$ cat src/rtl/swp_pkg.sv
package swp_pkg;

  // ****************************************************************
  // register map
  // ****************************************************************
  localparam int          APB_AW          = 8;
  localparam logic [7:0]  OFS_CTRL        = 8'h00;
  localparam logic [7:0]  OFS_STATUS      = 8'h04;
  localparam logic [7:0]  OFS_INT_STAT    = 8'h08;
  localparam logic [7:0]  OFS_INT_MASK    = 8'h0C;

  // ****************************************************************
  // fields and reset values
  // ****************************************************************
  localparam int          CTRL_DRIVE_EN   = 0;
  localparam logic        CTRL_RST        = 1'b1;
  localparam logic [2:0]  INT_MASK_RST    = 3'h0;
  localparam int          INT_W           = 3;
  localparam int          INT_STEP        = 0;
  localparam int          INT_OVERCUR     = 1;
  localparam int          INT_THERMAL     = 2;
  localparam int          ST_STATE_LSB    = 0;
  localparam int          ST_WAVE         = 4;
  localparam int          ST_NORMAL       = 5;
  localparam int          ST_HALF         = 6;
  localparam int          ST_OVERCUR      = 8;
  localparam int          ST_THERMAL      = 9;
  localparam int          ST_BRIDGES_ON   = 10;
  localparam int          ST_EN_PIN       = 11;

  // ****************************************************************
  // sequencer
  // ****************************************************************
  localparam int          SEQ_W           = 3;
  localparam logic [2:0]  SEQ_INIT        = 3'h0;
  localparam logic [2:0]  SEQ_STEP_HALF   = 3'h1;
  localparam logic [2:0]  SEQ_STEP_FULL   = 3'h2;
  localparam int          PIN_N           = 7;

  typedef struct packed {
    logic [SEQ_W-1:0] seq;
    logic             step_d;
    logic             oc_d;
    logic             th_d;
    logic             ctrl_en;
    logic [INT_W-1:0] int_stat;
    logic [INT_W-1:0] int_mask;
    logic [31:0]      rdata;
    logic             ph_a;
    logic             ph_b;
    logic             en_a;
    logic             en_b;
    logic             pull_dn;
  } swp_state_t;

endpackage

$ cat src/rtl/swp_top.sv
// Notes on behaviour
// - step-size select low in an even state gives one-phase-on wave drive.
// - first half-step pulse after reset goes to state 2 or state 8 by direction.
// - wave drive steps by two: 2,4,6,8 forward or 8,6,4,2 backward.
// - every wave state energises exactly one bridge, the other carries no current.
// - an overcurrent fault pulls the shared enable pin low via open drain.
// - bridges stay off while the enable pin reads low, resume when it is high.
// - thermal trip indication switches both bridge enables off until it clears.
// - startup and reset put the sequencer in state 1.
// - select high steps one state per rising edge, up if direction high, else down.
// - select low in an odd state gives two-phase-on drive on odd states.
//
// The APB interface to the registers and the register offsets were chosen for this implementation.
`timescale 1ns/1ns
`default_nettype none
module swp_top
  import swp_pkg::*;
(
  input  wire logic              clk_i,
  input  wire logic              rstn_i,
  // apb slave
  input  wire logic              psel_i,
  input  wire logic              penable_i,
  input  wire logic              pwrite_i,
  input  wire logic [APB_AW-1:0] paddr_i,
  input  wire logic [31:0]       pwdata_i,
  output logic      [31:0]       prdata_o,
  output logic                   pready_o,
  output logic                   pslverr_o,
  output logic                   irq_o,
  // controller pins
  input  wire logic              step_clk_i,
  input  wire logic              rotation_direction_i,
  input  wire logic              half_step_sel_i,
  input  wire logic              seq_reset_n_i,
  // shared enable pin, open drain
  input  wire logic              en_pin_i,
  output logic                   en_pin_o,
  output logic                   en_pin_oe_n_o,
  // protection indications
  input  wire logic              overcurrent_detector_i,
  input  wire logic              overtemp_i,
  // bridge control
  output logic                   phase_a_o,
  output logic                   phase_b_o,
  output logic                   bridge_a_en_o,
  output logic                   bridge_b_en_o
);

  // ****************************************************************
  // pin synchronisers
  // ****************************************************************
  logic [PIN_N-1:0] pins_s;
  logic             step_s;
  logic             dir_s;
  logic             half_s;
  logic             seq_rst_n_s;
  logic             en_s;
  logic             oc_s;
  logic             th_s;

  swp_sync #(
    .WIDTH (PIN_N)
  ) u_sync (
    .clk_i  (clk_i),
    .rstn_i (rstn_i),
    .d_i    ({step_clk_i, rotation_direction_i, half_step_sel_i, seq_reset_n_i,
              en_pin_i, overcurrent_detector_i, overtemp_i}),
    .q_o    (pins_s)
  );

  assign {step_s, dir_s, half_s, seq_rst_n_s, en_s, oc_s, th_s} = pins_s;

  // ****************************************************************
  // state
  // ****************************************************************
  swp_state_t r_reg;
  swp_state_t r_next;

  logic             step_rise;
  logic [SEQ_W-1:0] seq_inc;
  logic             bridges_on;
  logic             map_ph_a;
  logic             map_ph_b;
  logic             map_en_a;
  logic             map_en_b;

  // ****************************************************************
  // phase table
  // ****************************************************************
  swp_phase_map u_map (
    .seq_i  (r_reg.seq),
    .ph_a_o (map_ph_a),
    .ph_b_o (map_ph_b),
    .en_a_o (map_en_a),
    .en_b_o (map_en_b)
  );

  // ****************************************************************
  // apb decode
  // ****************************************************************
  logic        setup;
  logic        access;
  logic        hit;
  logic        wr;
  logic        rd_clear;
  logic [31:0] rd_val;
  logic [31:0] status_val;
  logic [INT_W-1:0] events;

  assign setup  = psel_i & ~penable_i;
  assign access = psel_i & penable_i;
  assign hit    = (paddr_i == OFS_CTRL) | (paddr_i == OFS_STATUS)
                | (paddr_i == OFS_INT_STAT) | (paddr_i == OFS_INT_MASK);
  assign wr       = access & pwrite_i & hit;
  assign rd_clear = access & ~pwrite_i & (paddr_i == OFS_INT_STAT);

  always_comb
  begin
    status_val = 32'h0;
    status_val[ST_STATE_LSB +: SEQ_W] = r_reg.seq;
    status_val[ST_WAVE]       = ~half_s & r_reg.seq[0];
    status_val[ST_NORMAL]     = ~half_s & ~r_reg.seq[0];
    status_val[ST_HALF]       = half_s;
    status_val[ST_OVERCUR]    = oc_s;
    status_val[ST_THERMAL]    = th_s;
    status_val[ST_BRIDGES_ON] = bridges_on;
    status_val[ST_EN_PIN]     = en_s;
  end

  always_comb
  begin
    rd_val = 32'h0;
    unique case (paddr_i)
      OFS_CTRL:     rd_val[CTRL_DRIVE_EN] = r_reg.ctrl_en;
      OFS_STATUS:   rd_val = status_val;
      OFS_INT_STAT: rd_val[INT_W-1:0] = r_reg.int_stat;
      OFS_INT_MASK: rd_val[INT_W-1:0] = r_reg.int_mask;
      default:      rd_val = 32'h0;
    endcase
  end

  // ****************************************************************
  // protection and sequencing
  // ****************************************************************
  assign step_rise  = step_s & ~r_reg.step_d;
  assign bridges_on = en_s & ~oc_s & ~th_s & r_reg.ctrl_en;
  assign seq_inc    = half_s ? SEQ_STEP_HALF : SEQ_STEP_FULL;

  always_comb
  begin
    events = '0;
    events[INT_STEP]    = step_rise & seq_rst_n_s;
    events[INT_OVERCUR] = oc_s & ~r_reg.oc_d;
    events[INT_THERMAL] = th_s & ~r_reg.th_d;
  end

  always_comb
  begin
    r_next        = r_reg;
    r_next.step_d = step_s;
    r_next.oc_d   = oc_s;
    r_next.th_d   = th_s;
    if (!seq_rst_n_s)
    begin
      r_next.seq = SEQ_INIT;
    end
    else if (step_rise)
    begin
      if (dir_s)
      begin
        r_next.seq = r_reg.seq + seq_inc;
      end
      else
      begin
        r_next.seq = r_reg.seq - seq_inc;
      end
    end
    r_next.ph_a    = map_ph_a;
    r_next.ph_b    = map_ph_b;
    r_next.en_a    = map_en_a & bridges_on;
    r_next.en_b    = map_en_b & bridges_on;
    r_next.pull_dn = oc_s;
    if (wr && paddr_i == OFS_CTRL)
    begin
      r_next.ctrl_en = pwdata_i[CTRL_DRIVE_EN];
    end
    if (wr && paddr_i == OFS_INT_MASK)
    begin
      r_next.int_mask = pwdata_i[INT_W-1:0];
    end
    r_next.int_stat = (r_reg.int_stat & {INT_W{~rd_clear}}) | events;
    if (setup)
    begin
      r_next.rdata = rd_val;
    end
  end

  always_ff @(posedge clk_i or negedge rstn_i)
  begin
    if (!rstn_i)
    begin
      r_reg          <= '0;
      r_reg.seq      <= SEQ_INIT;
      r_reg.ctrl_en  <= CTRL_RST;
      r_reg.int_mask <= INT_MASK_RST;
    end
    else
    begin
      r_reg <= r_next;
    end
  end

  // ****************************************************************
  // outputs
  // ****************************************************************
  assign prdata_o      = r_reg.rdata;
  assign pready_o      = 1'b1;
  assign pslverr_o     = access & ~hit;
  assign irq_o         = |(r_reg.int_stat & r_reg.int_mask);
  assign en_pin_o      = 1'b0;
  assign en_pin_oe_n_o = ~r_reg.pull_dn;
  assign phase_a_o     = r_reg.ph_a;
  assign phase_b_o     = r_reg.ph_b;
  assign bridge_a_en_o = r_reg.en_a;
  assign bridge_b_en_o = r_reg.en_b;

endmodule // swp_top
`default_nettype wire

$ cat src/rtl/swp_sync.sv
`timescale 1ns/1ns
`default_nettype none
module swp_sync #(
  parameter int WIDTH = 1
) (
  input  wire logic             clk_i,
  input  wire logic             rstn_i,
  input  wire logic [WIDTH-1:0] d_i,
  output logic      [WIDTH-1:0] q_o
);

  typedef struct packed {
    logic [WIDTH-1:0] s1;
    logic [WIDTH-1:0] s2;
  } swp_sync_t;

  swp_sync_t r_reg;
  swp_sync_t r_next;

  always_comb
  begin
    r_next.s1 = d_i;
    r_next.s2 = r_reg.s1;
  end

  always_ff @(posedge clk_i or negedge rstn_i)
  begin
    if (!rstn_i)
    begin
      r_reg <= '0;
    end
    else
    begin
      r_reg <= r_next;
    end
  end

  assign q_o = r_reg.s2;

endmodule // swp_sync
`default_nettype wire

$ cat src/rtl/swp_phase_map.sv
`timescale 1ns/1ns
`default_nettype none
module swp_phase_map
  import swp_pkg::*;
(
  input  wire logic [SEQ_W-1:0] seq_i,
  output logic                  ph_a_o,
  output logic                  ph_b_o,
  output logic                  en_a_o,
  output logic                  en_b_o
);

  // ****************************************************************
  // half-step table, index = state number - 1
  // ****************************************************************
  always_comb
  begin
    unique case (seq_i)
      3'h0:    {en_a_o, ph_a_o, en_b_o, ph_b_o} = 4'hF;
      3'h1:    {en_a_o, ph_a_o, en_b_o, ph_b_o} = 4'h3;
      3'h2:    {en_a_o, ph_a_o, en_b_o, ph_b_o} = 4'hB;
      3'h3:    {en_a_o, ph_a_o, en_b_o, ph_b_o} = 4'h8;
      3'h4:    {en_a_o, ph_a_o, en_b_o, ph_b_o} = 4'hA;
      3'h5:    {en_a_o, ph_a_o, en_b_o, ph_b_o} = 4'h2;
      3'h6:    {en_a_o, ph_a_o, en_b_o, ph_b_o} = 4'hE;
      3'h7:    {en_a_o, ph_a_o, en_b_o, ph_b_o} = 4'hC;
    endcase
  end

endmodule // swp_phase_map
`default_nettype wire

$ cat config.mk
export PLATFORM = sky130hd
export DESIGN_NAME = swp_top
export DESIGN_NICKNAME = d
export VERILOG_FILES = /design/src/rtl/swp_pkg.sv /design/src/rtl/swp_top.sv /design/src/rtl/swp_sync.sv /design/src/rtl/swp_phase_map.sv
export SDC_FILE = /design/constraint.sdc
export NUM_CORES = 1
export LEC_CHECK = 0
export BUFFER_PORTS_ARGS = -buffer_cell sky130_fd_sc_hd__clkbuf_2
export CAP_MARGIN = 20
export CORE_AREA = 2 2 68 70
export DETAILED_ROUTE_END_ITERATION = 6
export DIE_AREA = 0 0 70 72
export GPL_TIMING_DRIVEN = 0
export PLACE_DENSITY = 0.84
export SLEW_MARGIN = 20
export SYNTH_ARGS = -nofsm -noshare
export SYNTH_HDL_FRONTEND = slang
export SYNTH_SLANG_ARGS = --single-unit
$ cat constraint.sdc
create_clock -name clk_i -period 1.8 [get_ports clk_i]
set_input_delay 0.09 -clock clk_i [delete_from_list [all_inputs] [get_ports clk_i]]
set_output_delay 0.09 -clock clk_i [all_outputs]
set_load 0.03 [all_outputs]
==> results.toml <==
[clock_network]
cts_buffers = 5
clock_path_buffers = 2
cts_num_sinks = 41
cts_root_buffer = "clkbuf_8"
cts_tree = "done"
htree_levels = 2
clkLatencyLatePin_ns = 0.29
clk_pin_slew_ns = 0.08

[placement]
dpl_cell_area_sq_mm = 0.00222
port_buffers = 37
dp_hpwl_microns = 2370
dpl_worst_slack_ns = -0.0402
routabilityCongestion = 0.781

[synth]
synth_top_flop_cell = "dfrtp_1"
ys_async_sr_fraction_pct = 100
synth_area_per_cell_sq_um = 11.3
synth_edf_count = 0
yosysWarnings = 0
synth_area_sq_mm = 0.00189
syn_inst = 167
ys_seq_elements = 41
synth.yosys.seq_area_share_pct = 54.3
ys_types = 39

[worst_setup_path]
rrSetupSlack_ns = 0.09
worstPathRequired_ns = 2.02
r2r-start = "r_reg[47]$_DFFE_PN0P_"
path_max_fanout = 6
cp-endpoint = "r_reg[49]$_DFFE_PN0P_"
critPathKind = "reg2reg"
cp-start-kind = "flip-flop"
reg2reg_to = "r_reg[49]$_DFFE_PN0P_"
cp_data_arrival_time_ns = 1.93
worstRegToRegCells = 5
cp-end-kind = "flip-flop"
startpoint = "r_reg[47]$_DFFE_PN0P_"

[power_and_ir_drop]
peakVddDrop_mv = 0.606
finalPower_w = 0.00196
powerDensity_mw_per_mm2 = 808
cellLeakagePower_nw = 1.30

[cells_and_area]
drive_gt1_share_pct = 39.8
layout.nets = 299
area_growth_pct = 28.6
largest_reg_flops = 13
stdcell_area_sq_mm = 0.00243
n_antenna_cell = 0

[global_route]
grt-ovfl-total = 0
grt_first_pass_wirelength_microns = 5110
grt_max_degree = 42
grt_pass1_vias = 1211
track_usage_pct = 12.9
antenna_found_initial = 0

[timing]
skew_ns = 0.00723
maxSlewHeadroom_pct = 36.0
finalSetupViolCount = 0
post-route-min-period_ns = 1.71
worst_slack_ns = 0.0892
period_share_pct = 95.0
max_freq_mhz = 585
rsz0062_at_grt = "false"
tightest_slew_ns = 0.959
hold_violations = 0
drv_slew = 0

[floorplanning]
die_h_microns = 72
row_count = 24
die_w_microns = 70
die_area_sq_mm = 0.00504
start_util_pct = 44.3
io_pins = 93
core_sq_mm = 0.00426

[route]
ant_nets = 0
drc = 0
dr.pass1.iters = 4
wirelength_microns = 3120
routedWlPerCell_microns = 10.5
vias_per_cell = 4.39
dr_total_vias = 1298
drt_iter0_markers = 52

[worst_hold_path]
hp-class = "in2reg"

[job]
drv_cap = 0

[outcome]
status = "finished clean"
## power breakdown
part | total, W | internal [W] | switching (W)
clock | 0.000722 | 0.000416 | 0.000306
sequential | 0.000973 | 0.000953 | 0.0000202
combinational | 0.000269 | 0.000105 | 0.000164
## cells in the final DEF, fill, tap and decap left out, types with 3 or more instances in the layout
cell / Yosys / routed
mux2_4: 3 / 3
o22ai_1: 3 / 3
inv_1: 11 / 11
buf_2: 3 / 3
clkbuf_8: 0 / 5
mux2_2: 3 / 3
dfrtp_1: 40 / 39
nor2_1: 4 / 4
o21ai_0: 6 / 6
clkbuf_1: 2 / 3
a21oi_1: 4 / 4
ha_1: 3 / 3
o31ai_1: 3 / 3
dlygate4sd3_1: 0 / 8
buf_4: 35 / 37
conb_1: 2 / 24
nand2_1: 14 / 14
clkbuf_2: 0 / 37
## kinds of logic after synthesis
family	count (synthesis)	share of synthesized area (%)
compound gates	22	7.68
xor+xnor	1	0.463
fa+ha+maj	4	3.04
buf+inv	52	17.5
flops	41	54.3
mux	9	6.42
other cells	2	0.397
simple gates	36	10.2
## worst min-delay path by stage
stage,start,endpoint,slack [ns],cells after the start
after global routing,pwdata_i[1],r_reg[38]$_DFFE_PN0P_,0.03,2
after global placement,overcurrent_detector_i,u_sync.r_next[1]$_DFF_PN0_,0.20,1
after CTS,pwdata_i[1],r_reg[38]$_DFFE_PN0P_,0.03,2
final,pwdata_i[1],r_reg[38]$_DFFE_PN0P_,0.03,2
after floorplan,rstn_i,bridge_a_en_o$_DFF_PN0_,-0.21,0
after detailed placement,step_clk_i,u_sync.r_next[6]$_DFF_PN0_,0.20,1
## metrics by stage
step           TNS (ns)  cells  utilization, %  hold slack, ns
5_1_grt               0    296            57.0          0.0306
3_5_place_dp     -0.103    278            52.1           0.200
3_3_place_gp    -0.0755    278            52.1           0.198
2_1_floorplan         0    189               -          -0.206
4_1_cts               0    294            56.6          0.0269
6_report              0    296            57.0          0.0317
## routing by layer
layer  GRT usage [%]  up-vias  wire length [microns]  share of wire, %
met5               0        -                      0                 0
met4            3.21        0                     40               1.3
met3            4.17        5                    189               6.1
met2            22.5       43                   1650                53
met1            15.6      598                   1240                40
li1                -      652                      -                 -
## cells in the mapped netlist, types with 2 or more instances
cell | instances | area share [%]
ha_1 | 3 | 2.0
a22oi_1 | 2 | 0.79
nand2_1 | 14 | 2.8
dfrtp_1 | 40 | 53
nor4_1 | 2 | 0.66
a21oi_1 | 4 | 1.1
nand2b_1 | 2 | 0.66
buf_4 | 35 | 14
buf_2 | 3 | 0.79
nor2b_1 | 2 | 0.66
mux2_4 | 3 | 2.4
conb_1 | 2 | 0.40
o31ai_1 | 3 | 1.2
inv_1 | 11 | 2.2
o21ai_0 | 6 | 1.6
o22ai_1 | 3 | 0.99
nor2_1 | 4 | 0.79
nand4b_1 | 2 | 0.93
nor3_1 | 2 | 0.53
mux2i_1 | 2 | 1.1
mux2_2 | 3 | 1.8
clkbuf_1 | 2 | 0.40
## area by class of cell
cell class              instances  area (sq um)
repair buffers                 47           280
fillers                       372          1830
multi-input cells              96           616
inverters                      11          41.3
clock inverters                 2          38.8
plain buffers                  41           289
flip-flops and latches         41          1030
clock buffers                   6          72.6
well taps                      52          65.1
## timing repair
action / CTS / global route
resized for setup: 0 / 1
setup endpoints to repair: 0 / 1
hold buffers: 8 / 0
setup buffers: 0 / 2
endpoints found under the hold margin: 47 / 0
## critical path: stages, from the launching register on
cell	delay (ns)
dfrtp_2	0.45
ha_1	0.20
fa_1	0.38
xor2_1	0.16
or3_1	0.30
a21oi_1	0.14
No activity file was read; power rests on OpenSTA's default activity.
